$ cat src/hw/cbu_pkg.sv
// Package with encodings, flag positions and timing counts for the branch unit.
package cbu_pkg;
   localparam int PC_W = 12;
   localparam int OFS_W = 7;
   localparam int INSN_W = 16;
   localparam int SREG_W = 8;
   // Status register flag positions.
   localparam int FLAG_C = 0;
   localparam int FLAG_Z = 1;
   localparam int FLAG_N = 2;
   localparam int FLAG_V = 3;
   localparam int FLAG_S = 4;
   localparam int FLAG_H = 5;
   localparam int FLAG_T = 6;
   localparam int FLAG_I = 7;
   // Branch group encoding: 1111 0s kkkkkkk bbb, s=0 set, s=1 clear.
   localparam logic [5:0] BR_PREFIX = 6'h3C;
   localparam logic [5:0] BR_PREFIX_CLR = 6'h3D;
   localparam int SEL_LSB = 0;
   localparam int OFS_LSB = 3;
   localparam int PFX_LSB = 10;
   localparam logic [PC_W-1:0] PC_RESET = 12'h000;
   localparam logic [PC_W-1:0] PC_STEP = 12'h001;
   localparam int CYC_NOT_TAKEN = 1;
   localparam int CYC_TAKEN = 2;
   typedef enum logic [3:0] {
      CBU_NONE,
      CBU_CARRY_SET,
      CBU_CARRY_CLEAR,
      CBU_MINUS,
      CBU_PLUS,
      CBU_SIGNED_GE,
      CBU_SIGNED_LT,
      CBU_HALF_SET,
      CBU_HALF_CLEAR,
      CBU_TFLAG_SET,
      CBU_TFLAG_CLEAR,
      CBU_OVF_SET,
      CBU_OVF_CLEAR,
      CBU_ZERO_SET,
      CBU_ZERO_CLEAR,
      CBU_OTHER
   } cbu_op_t;
endpackage

$ cat src/hw/cbu_branch_unit.sv
// Conditional relative branch unit: decode, test, and program counter update.
// Overview of operation
// - Carry-set and lower branches are taken only when carry is one.
// - Carry-clear and same-or-higher branches are taken only when carry is zero.
// - The minus branch is taken only when the negative flag is one.
// - The plus branch is taken only when the negative flag is zero.
// - The signed greater-or-equal branch is taken only when N xor V is zero.
// - The signed less-than branch is taken only when N xor V is one.
// - The half-carry-set branch is taken only when half-carry is one.
// - The half-carry-clear branch is taken only when half-carry is zero.
// - The T-set branch is taken only when the T flag is one.
// - The T-clear branch is taken only when the T flag is zero.
// - The overflow-set branch is taken only when overflow is one.
// - A taken branch loads the program counter with itself plus offset plus one.
// - A branch finishes in one cycle when not taken and two when taken.
// - No branch changes any status flag.
`timescale 1ns/1ps
module cbu_branch_unit
   import cbu_pkg::*;
(
   input wire logic core_clk,
   input wire logic nrst,
   input wire logic insn_valid,
   input wire logic [INSN_W-1:0] insn,
   input wire logic [SREG_W-1:0] sreg_in,
   output logic insn_ready,
   output logic [PC_W-1:0] pc,
   output logic redirect,
   output logic branch_taken,
   output logic branch_done,
   output logic [SREG_W-1:0] sreg_out,
   output logic sreg_we
);
   // ****************************************
   // State
   // ****************************************
   typedef enum {CBU_S_EXEC, CBU_S_SECOND} cbu_state_t;
   typedef struct packed {
      cbu_state_t state;
      logic [PC_W-1:0] pc;
      logic redirect;
      logic taken;
      logic done;
   } cbu_regs_t;
   cbu_regs_t r;
   cbu_regs_t next_r;
   logic is_branch;
   logic cond_true;
   logic [PC_W-1:0] ofs_ext;
   cbu_op_t op;

   cbu_cond_eval u_eval (
      .insn(insn),
      .sreg(sreg_in),
      .is_branch(is_branch),
      .cond_true(cond_true),
      .op(op)
   );

   // ****************************************
   // Next state
   // ****************************************
   always_comb begin
      next_r = r;
      next_r.redirect = 1'b0;
      next_r.done = 1'b0;
      next_r.taken = 1'b0;
      ofs_ext = {{(PC_W-OFS_W){insn[OFS_LSB+OFS_W-1]}}, insn[OFS_LSB +: OFS_W]};
      case (r.state)
         CBU_S_EXEC: begin
            if (insn_valid && is_branch) begin
               if (cond_true) begin
                  // target is pc plus offset plus one.
                  next_r.pc = PC_W'(r.pc + ofs_ext + PC_STEP);
                  // taken branch spends a second cycle.
                  next_r.state = CBU_S_SECOND;
                  next_r.redirect = 1'b1;
                  next_r.taken = 1'b1;
               end else begin
                  next_r.pc = PC_W'(r.pc + PC_STEP);
                  next_r.done = 1'b1;
               end
            end else if (insn_valid) begin
               // Non-branch words belong to other units; only sequence the counter.
               next_r.pc = PC_W'(r.pc + PC_STEP);
            end
         end
         CBU_S_SECOND: begin
            next_r.state = CBU_S_EXEC;
            next_r.done = 1'b1;
            next_r.taken = 1'b1;
         end
         default: next_r.state = CBU_S_EXEC;
      endcase
   end

   always_ff @(posedge core_clk) begin
      if (!nrst) begin
         r <= '{state: CBU_S_EXEC, pc: PC_RESET, redirect: 1'b0, taken: 1'b0, done: 1'b0};
      end else begin
         r <= next_r;
      end
   end

   // ****************************************
   // Outputs
   // ****************************************
   // The second cycle of a taken branch stalls the fetch so no word is lost.
   assign insn_ready = (r.state == CBU_S_EXEC);
   assign pc = r.pc;
   assign redirect = r.redirect;
   assign branch_taken = r.taken;
   assign branch_done = r.done;
   assign sreg_out = sreg_in;
   assign sreg_we = 1'b0;
endmodule

$ cat src/hw/cbu_cond_eval.sv
// Condition evaluator: decodes a branch word and tests the status flags.
`timescale 1ns/1ps
module cbu_cond_eval
   import cbu_pkg::*;
(
   input wire logic [INSN_W-1:0] insn,
   input wire logic [SREG_W-1:0] sreg,
   output logic is_branch,
   output logic cond_true,
   output cbu_op_t op
);
   logic [2:0] sel;
   logic clr;
   always_comb begin
      sel = insn[SEL_LSB +: 3];
      clr = (insn[PFX_LSB +: 6] == BR_PREFIX_CLR);
      is_branch = (insn[PFX_LSB +: 6] == BR_PREFIX) || clr;
      op = CBU_NONE;
      cond_true = 1'b0;
      if (is_branch) begin
         case (sel)
            3'h0: op = clr ? CBU_CARRY_CLEAR : CBU_CARRY_SET;
            3'h1: op = clr ? CBU_ZERO_CLEAR : CBU_ZERO_SET;
            3'h2: op = clr ? CBU_PLUS : CBU_MINUS;
            3'h3: op = clr ? CBU_OVF_CLEAR : CBU_OVF_SET;
            3'h4: op = clr ? CBU_SIGNED_GE : CBU_SIGNED_LT;
            3'h5: op = clr ? CBU_HALF_CLEAR : CBU_HALF_SET;
            3'h6: op = clr ? CBU_TFLAG_CLEAR : CBU_TFLAG_SET;
            default: op = CBU_OTHER;
         endcase
         // signed combination of N and V.
         // signed less-than on N xor V.
         if (sel == 3'h4) begin
            cond_true = (sreg[FLAG_N] ^ sreg[FLAG_V]) ^ clr;
         end else begin
            cond_true = sreg[sel] ^ clr;
         end
      end
   end
endmodule

$ cat config.mk
export PLATFORM = sky130hd
export DESIGN_NAME = cbu_branch_unit
export DESIGN_NICKNAME = d
export VERILOG_FILES = /design/src/hw/cbu_pkg.sv /design/src/hw/cbu_branch_unit.sv /design/src/hw/cbu_cond_eval.sv
export SDC_FILE = /design/constraint.sdc
export NUM_CORES = 1
export LEC_CHECK = 0
export BUFFER_PORTS_ARGS = -buffer_cell sky130_fd_sc_hd__buf_2
export CAP_MARGIN = 10
export CORE_MARGIN = 5
export CORE_UTILIZATION = 46
export CTS_BUF_LIST = sky130_fd_sc_hd__clkbuf_16
export DETAILED_ROUTE_END_ITERATION = 6
export HOLD_SLACK_MARGIN = 0.1
export PLACE_DENSITY = 0.76
export SLEW_MARGIN = 5
export SYNTH_ARGS = -nofsm -noshare
export SYNTH_HDL_FRONTEND = slang
export SYNTH_SLANG_ARGS = --single-unit
$ cat constraint.sdc
create_clock -name core_clk -period 2.2 [get_ports core_clk]
set_input_delay 0.66 -clock core_clk [delete_from_list [all_inputs] [get_ports core_clk]]
set_output_delay 0.66 -clock core_clk [all_outputs]
set_load 0.03 [all_outputs]
==> reports/metrics.cfg, run 1 <==
[timing]
holdWs_ns=0.487
fin_skew_ns=0.00410
timing.final.ws_setup_ns=-0.0779
rsz0062_at_grt=true
finalHoldViolCount=0
drv_slew=0
setup_viol=4
tns_ns=-0.116
period_minus_slack_ns=2.28
finalCritPeriodShare_pct=104
fmax_mhz=439

[floorplanning]
start_util_pct=48.1
pin_count=52
fp-row-count=21
core-area_sq_mm=0.00339
die_w_um=69.5
die_area_sq_mm=0.00483
die_h_um=69.5

[detailed_routing]
wl_um=4430
drtIter0Drc=58
wl_per_cell_um=13.8
firstDrtPassIters=4
dr_total_vias=1723
drc_errors=0
ant_nets=0
viasPerCell=5.38

[logic_synthesis]
synthArstFlopShare_pct=0
yosysWarnings=0
synthXorXnorAreaFrac_pct=4.83
synth_ff_type=dfxtp_1
synth_compound_area_share_pct=26.3
yosysSeqAreaShare_pct=19.6
ys_ff_latch=16
yosysUniqueCellTypes=52
synth_top_family_by_area=compound AO/OA/AOI/OAI gates
syn_area_sq_mm=0.00163
synthCells=208
synth_mux_area_share_pct=3.22
synth.avg_cell_area_sq_um=7.84
synth_edf_count=0
synth-simple-area-share_pct=21.3
synth_fp_nets=248
synth_top_area_cell=dfxtp_1
yosys.area_share.adder_pct=10.4
synth_top_area_share_pct=19.6
synth_area_leaders=dfxtp_1 (20%), buf_4 (10%), ha_1 (9.2%)

[finish]
diodes=0
nets=315
area_growth_pct=38.2
final_common_cell=buf_2
final_area_sq_mm=0.00225
layout-drive-gt1-share_pct=43.4
stdcell_count=320
mostFrequentLayoutCells=buf_2 (46), buf_4 (39), nand2_1 (20), dfxtp_1 (16)

[placed_design]
portBuffers=48
gp_congestion=0.851
place_area_sq_mm=0.00205
dpl.cell_count=314
place_hpwl_um=3400

[cts]
clockBufferDepth=2
cts_tree=built
cts_root_buf=clkbuf_16
clk_pin_slew_ns=0.05
cts_buffers=3
clkLatencyLatePin_ns=0.25
numClockSinks=16
htree_levels=1

[grt]
grt_pass1_wl_um=7330
grt_pass1_vias=1709
antenna_found_initial=0
grtUsageTotal_pct=18.1
gr-total-overflow=0
grt_max_degree=21

[status]
status=finished, violations left
violations=negative setup slack

[pwr]
powerDensity_mw_per_mm2=410
max-vdd-ir-drop_v=0.000263
cellLeakagePower_nw=1.04

[worst_setup_path]
cp_max_fo=5
worstSetupStartpointType=input pin
path_class=input pin to flop
required_ns=2.38
end_kind=flop
cp.arrival_ns=2.45

[worst_hold_path]
hp-class=flop to flop

[run]
maxCapViolations=0

==> routing by layer <==
metal	up-vias	wire length, um	global-route usage, %
met5	-	0	0
met4	0	85	7.16
met3	8	219	2.90
met2	49	2340	33.4
met1	798	1780	20.4
li1	868	-	-
==> cells in the mapped netlist, types with 2 or more instances <==
| master | instances |
|---|---|
| a21boi_0 | 2 |
| a21oi_1 | 15 |
| a31oi_1 | 3 |
| and2_1 | 2 |
| buf_1 | 2 |
| buf_4 | 22 |
| clkbuf_1 | 2 |
| dfxtp_1 | 16 |
| ha_1 | 12 |
| inv_1 | 10 |
| mux2i_1 | 3 |
| nand2_1 | 20 |
| nand2b_1 | 4 |
| nand3_1 | 11 |
| nand4_1 | 3 |
| nor2_1 | 12 |
| nor2b_1 | 3 |
| nor3_1 | 6 |
| nor3b_1 | 2 |
| o211ai_1 | 2 |
| o21a_1 | 4 |
| o21ai_0 | 6 |
| o21ai_1 | 6 |
| o221ai_1 | 2 |
| o22ai_1 | 4 |
| xnor2_1 | 8 |
==> sequential cells by signal (all words and copies together) (netlist names) <==
| register | count |
|---|---|
| r | 1 |
| branch_taken | 1 |
| branch_done | 1 |
| redirect | 1 |
| pc | 12 |
==> cell type report <==
cell class,instances,area [sq um]
flip-flops and latches,16,320
repair buffers,89,577
well taps,46,57.6
fillers,296,1140
multi-input cells,155,1180
inverters,10,37.5
clock buffers,3,75.1
clock inverters,1,3.75
==> through the flow <==
step / utilization [%] / total power, mW / setup slack, ns
3_5_place_dp: 60.5 / 0.548 / -0.360
2_1_floorplan: - / 0.464 / -0.0846
5_1_grt: 66.5 / 0.965 / -0.127
3_3_place_gp: 60.5 / 0.541 / -0.316
4_1_cts: 64.7 / 0.918 / -0.0850
6_report: 66.5 / 0.925 / -0.0779
==> report_power, final <==
| part | switching [mW] | total, mW | internal (mW) |
|---|---|---|---|
| Clock | 0.122 | 0.363 | 0.241 |
| Sequential | 0.00283 | 0.298 | 0.295 |
| Combinational | 0.138 | 0.264 | 0.126 |
==> what timing repair did <==
item	4_1_cts	5_1_grt
endpoints found under the setup margin	7	12
gates resized for setup	11	11
hold buffers	0	0
hold endpoints to repair	0	0
buffers inserted	2	0
pin swaps	5	11
==> path summary, 6_finish.rpt <==
kind | start | end | slack (ns) | cells after the start
hold / removal | pc[11] | pc[11] | 0.49 | 2
setup / recovery | sreg_in[3] | pc[11] | -0.08 | 8
setup reg to reg | pc[1] | pc[11] | 0.18 | 8
hold reg to reg | pc[11] | pc[11] | 0.49 | 2
==> logic make-up after synthesis <==
logic type | after synthesis
other | 1
xor gates and xnor gates | 9
and+or+nand+nor | 69
adders and majority gates | 13
AOI/OAI and AO/OA | 59
DFF | 16
buffers and inverters | 37
muxes | 4
==> worst max-delay path: stages <==
cell	delay (ns)
buf_2	0.11
mux4_2	0.50
and3_4	0.22
a2111oi_4	0.32
buf_4	0.21
a21oi_2	0.07
a41oi_2	0.17
mux2i_1	0.19
(Power assumes the default switching activity.)
==> run 2, diff against run 1 <==
--- a/config.mk
+++ b/config.mk
@@ -9,7 +9,7 @@
 export CAP_MARGIN = 10
 export CORE_MARGIN = 5
 export CORE_UTILIZATION = 46
-export CTS_BUF_LIST = sky130_fd_sc_hd__clkbuf_16
+export CTS_BUF_LIST = sky130_fd_sc_hd__clkbuf_4 sky130_fd_sc_hd__clkbuf_8 sky130_fd_sc_hd__clkbuf_16
 export DETAILED_ROUTE_END_ITERATION = 6
 export HOLD_SLACK_MARGIN = 0.1
 export PLACE_DENSITY = 0.76
==> run 2 against run 1 <==
The run still ends with negative setup slack left. Fmax increased by 1.2%. Sequential power hardly changed. Global-route usage fell by 1.0 points. Worst hold slack better by 0.014 ns. Sequential share of layout area up 0.37 points. Count of clock-buffer cells in the layout up 1. Routed wire length down 3.2%. Combinational power decreased by 3%. Worst setup slack improved by 0.027 ns. Critical path depth is the same. Critical endpoint unchanged.
==> reports/metrics.cfg, run 2 (synthesis results as in run 1) <==
[finish]
stdcell_count=322  ; +0.63%
final_common_cell=buf_2
diodes=0  ; unchanged
final_util_pct=64.8  ; -1.7 points
largest_reg_flops=12  ; unchanged
layout-drive-gt1-share_pct=42.0  ; -1.4 points
nets=317  ; +0.63%
area_growth_pct=34.7
mostFrequentLayoutCells=buf_2 (46), buf_4 (41), nand2_1 (20), dfxtp_1 (16), nor2_1 (12)

[detailed_routing]
drc_errors=0  ; unchanged
firstDrtPassIters=4  ; unchanged
drtIter0Drc=88  ; +52%
dr_total_vias=1706  ; -0.99%
viasPerCell=5.30  ; -1.6%
ant_nets=0  ; unchanged
wl_per_cell_um=13.3  ; -3.8%
wl_um=4290  ; -3.2%

[timing]
setup_viol=3  ; -1
holdWs_ns=0.501  ; +0.0141 ns
finalHoldViolCount=0  ; unchanged
fmax_mhz=444  ; +1.2%
fin_skew_ns=0.00499  ; +0.000887 ns
drv_slew=0  ; unchanged
rsz0062_at_grt=true
period_minus_slack_ns=2.25  ; -0.0266 ns
finalCritPeriodShare_pct=102  ; -1.2 points
tns_ns=-0.0757  ; +0.0402 ns
timing.final.ws_setup_ns=-0.0513  ; +0.0266 ns

[cts]
cts_buffers=3  ; unchanged
cts_tree=built
clockBufferDepth=2  ; unchanged
clkLatencyLatePin_ns=0.29  ; +0.04 ns
cts_root_buf=clkbuf_4
htree_levels=1  ; unchanged
postCtsHoldBufs=0  ; unchanged
clk_pin_slew_ns=0.10  ; +0.05 ns
numClockSinks=16  ; unchanged

[grt]
gr-total-overflow=0  ; unchanged
grt_pass1_vias=1612  ; -5.7%
grtUsageTotal_pct=17.0  ; -1.0 points
grt_pass1_wl_um=6960  ; -5.2%
antenna_found_initial=0  ; unchanged
grt_max_degree=21  ; unchanged

[worst_setup_path]
reg2reg_depth=8  ; unchanged
path_class=input pin to flop
end_kind=flop
reg2reg_from=pc[4]
crit_start=insn[2]
cp_max_fo=5  ; unchanged
required_ns=2.43  ; +0.05 ns
cp.arrival_ns=2.48  ; +0.03 ns
worstSetupStartpointType=input pin

[placed_design]
place_hpwl_um=3400  ; unchanged
portBuffers=48  ; unchanged
dpl.cell_count=314  ; unchanged
gp_congestion=0.851  ; unchanged

[floorplanning]
core-area_sq_mm=0.00339  ; unchanged
die_h_um=69.5  ; unchanged
die_area_sq_mm=0.00483  ; unchanged
fp-row-count=21  ; unchanged
start_util_pct=48.1  ; unchanged
pin_count=52  ; unchanged
die_w_um=69.5  ; unchanged

[status]
status=finished, violations left
violations=negative setup slack

[run]
maxCapViolations=0  ; unchanged

[worst_hold_path]
hp-class=flop to flop
hold_path_depth=2  ; unchanged
hp-start=pc[11]

[pwr]
max-vdd-ir-drop_v=0.000221  ; -16%
fin_total_pwr_mw=0.760  ; -18%
powerDensity_mw_per_mm2=346  ; -16%
cellLeakagePower_nw=1.02  ; -1.8%

-- run 2: cell types whose count changed in the layout (fill, tap and decap cells not counted), sizes merged --
cell | before | now
buf | 89 | 91
clkinv | 1 | 0
clkbuf | 3 | 4
-- run 2: path summary, 6_finish.rpt --
path / end / slack (ns)
max: pc[11] / -0.05
min reg2reg: pc[11] / 0.50
max reg2reg: pc[11] / 0.14
min: pc[11] / 0.50
-- run 2: through the flow --
step | cell area, sq um | setup slack (ns)
finish | 2200 | -0.0513
global route | 2200 | -0.126
CTS | 2100 | -0.0213
detailed placement | 2050 | -0.360
global placement | 2050 | -0.316
floorplan | 1640 | -0.0846
-- run 2: per-layer routing --
metal	global-route usage [%]	wire, um	vias to the layer above	part of all wire, %
met4	3.90	75	0	1.7
li1	-	-	873	-
met1	20.4	1760	783	41
met5	0	0	-	0
met3	2.61	207	8	4.8
met2	31.6	2250	42	52
-- run 2: where the power goes --
group          switching, mW  internal, mW
Sequential           0.00281         0.294
Clock                  0.105         0.101
Combinational          0.135         0.122
Total                  0.242         0.518
-- run 2: worst max-delay path, stage by stage --
cell and delay (ns):
buf_8 0.07, mux4_2 0.54, and3_4 0.19, a2111oi_4 0.42, buf_4 0.20, a21oi_2 0.05, a41oi_2 0.16, mux2i_1 0.19
-- run 2: final cells by class --
type	instances	area [sq um]
Fill cell	303	1190
Timing Repair Buffer	91	596
Inverter	10	37.5
Sequential cell	16	320
Multi-Input combinational cell	155	1150
Clock buffer	4	36.3
Tap cell	46	57.6
-- run 2: what timing repair did --
action / in CTS / in global routing
pin swaps: 1 / 8
setup endpoints to repair: 3 / 11
buffers inserted: 1 / 3
gates resized for setup: 3 / 14
cloned: 0 / 0
==> run 3, diff against run 2 <==
--- a/config.mk
+++ b/config.mk
@@ -12,6 +12,7 @@
 export CTS_BUF_LIST = sky130_fd_sc_hd__clkbuf_4 sky130_fd_sc_hd__clkbuf_8 sky130_fd_sc_hd__clkbuf_16
 export DETAILED_ROUTE_END_ITERATION = 6
 export HOLD_SLACK_MARGIN = 0.1
+export MAX_ROUTING_LAYER = met4
 export PLACE_DENSITY = 0.76
 export SLEW_MARGIN = 5
 export SYNTH_ARGS = -nofsm -noshare
==> run 3 against run 2 <==
The run still ends with negative setup slack left. Cell count unchanged. Non-clock buffer count unchanged. Via count increased by 0.41%. Highest routed layer unchanged. Routed wire length hardly changed.
==> reports/metrics.cfg, run 3 (synthesis results as in run 1) <==
[status]
status=finished, violations left
violations=negative setup slack

[floorplanning]
die_w_um=69.5  ; unchanged
die_h_um=69.5  ; unchanged
core-area_sq_mm=0.00339  ; unchanged
fp-row-count=21  ; unchanged
pin_count=52  ; unchanged
start_util_pct=48.1  ; unchanged
die_area_sq_mm=0.00483  ; unchanged

[finish]
multi_input_area_sq_mm=0.00115  ; unchanged
mostFrequentLayoutCells=buf_2 (46), buf_4 (41), nand2_1 (20), dfxtp_1 (16), nor2_1 (12)
nets=317  ; unchanged
final_common_cell=buf_2
area_growth_pct=34.7  ; unchanged
fill_cells=303  ; unchanged
diodes=0  ; unchanged
largest_reg_flops=12  ; unchanged
seq_area_sq_um=320  ; unchanged
layout-drive-gt1-share_pct=42.0  ; unchanged

[cts]
cts_tree=built
clkLatencyLatePin_ns=0.29  ; about the same
cts_buffers=3  ; unchanged
htree_levels=1  ; unchanged
clockBufferDepth=2  ; unchanged
postCtsHoldBufs=0  ; unchanged
clk_pin_slew_ns=0.10  ; about the same
cts_root_buf=clkbuf_4
numClockSinks=16  ; unchanged

[pwr]
powerDensity_mw_per_mm2=346  ; about the same
max-vdd-ir-drop_v=0.000221  ; about the same
cellLeakagePower_nw=1.02  ; unchanged

[grt]
grt_pass1_vias=1607  ; -0.31%
grtUsageTotal_pct=17.6  ; +0.50 points
antenna_found_initial=0  ; unchanged
grt_max_degree=21  ; unchanged
grt_pass1_wl_um=6970  ; +0.20%
gr-total-overflow=0  ; unchanged

[detailed_routing]
firstDrtPassIters=4  ; unchanged
wl_per_cell_um=13.3  ; about the same
dr_total_vias=1713  ; +0.41%
drc_errors=0  ; unchanged
ant_nets=0  ; unchanged
wl_um=4290  ; about the same
viasPerCell=5.32  ; +0.41%
drtIter0Drc=87  ; -1.1%

[worst_setup_path]
path_class=input pin to flop
worstSetupStartpointType=input pin
reg2reg_depth=8  ; unchanged
crit_chain=buf_8 > mux4_2 > and3_4 > a2111oi_4 > buf_4 > a21oi_2 > a41oi_2 > mux2i_1
end_kind=flop
cp.arrival_ns=2.48  ; about the same
critPathSlowestCell=mux4_2
max_stage_delay_ns=0.54  ; about the same
cp.depth=8  ; unchanged
cp_num_buf_inv=2  ; unchanged
cp_max_fo=5  ; unchanged
required_ns=2.43  ; about the same
cp_top_family=multiplexers

[timing]
finalCritPeriodShare_pct=102  ; +0.15 points
timing.final.ws_setup_ns=-0.0547  ; -0.00338 ns
setup_viol=3  ; unchanged
drv_slew=0  ; unchanged
holdWs_ns=0.501  ; -0.00000300 ns
finalHoldViolCount=0  ; unchanged
fin_skew_ns=0.00503  ; +0.0000447 ns
rsz0062_at_grt=true
period_minus_slack_ns=2.25  ; +0.00338 ns
tns_ns=-0.0877  ; -0.0120 ns
fmax_mhz=444  ; -0.15%

[worst_hold_path]
hp-class=flop to flop
hold_path_depth=2  ; unchanged

[placed_design]
place_hpwl_um=3400  ; unchanged
portBuffers=48  ; unchanged
gp_congestion=0.865  ; +1.6%

[run]
maxCapViolations=0  ; unchanged

-- run 3: cell type report --
class	count	share of cell area, %
clock buffer	4	1.65
timing repair buffer	91	27.1
multi-input combinational	155	52.3
tap	46	2.62
inverter	10	1.71
sequential	16	14.6
-- run 3: worst reg2reg max path, cell delays in order (launching register included) --
cell,delay (ns)
dfxtp_1,0.34
ha_1,0.35
a21oi_2,0.19
nand2_1,0.11
o21ai_2,0.18
a21boi_1,0.10
or3_1,0.33
a41oi_2,0.21
mux2i_1,0.19
-- run 3: metrics by stage --
step	std cells	cell area (sq um)	util, %	power, mW	setup slack (ns)
3_3_place_gp	314	2050	60.5	0.541	-0.316
2_1_floorplan	208	1640	-	0.464	-0.0846
6_report	322	2200	64.8	0.760	-0.0547
3_5_place_dp	314	2050	60.5	0.548	-0.360
4_1_cts	319	2100	62.1	0.753	-0.0213
5_1_grt	322	2200	64.8	0.798	-0.126
-- run 3: metal layers --
layer / track usage [%] / wire length [um]
met3: 2.61 / 210
met5: - / 0
met2: 31.6 / 2230
met1: 20.5 / 1760
met4: 3.90 / 86
-- run 3: report_power, final --
group / internal, mW / leakage [nW] / switching, mW
Combinational: 0.122 / 0.868 / 0.135
Clock: 0.101 / 0.0210 / 0.105
Sequential: 0.294 / 0.129 / 0.00281
Total: 0.518 / 1.02 / 0.242
-- run 3: repair_timing --
action,4_1_cts,5_1_grt
resized for setup,3,14
pin swaps,1,8
setup buffers,1,3
endpoints found under the setup margin,3,11
-- run 3: path summary, 6_finish.rpt --
kind,start,endpoint,slack [ns]
worst max-delay path,insn[2],pc[11],-0.05
worst max register to register,pc[4],pc[11],0.14
worst min-delay path,pc[11],pc[11],0.50
worst min register to register,pc[11],pc[11],0.50
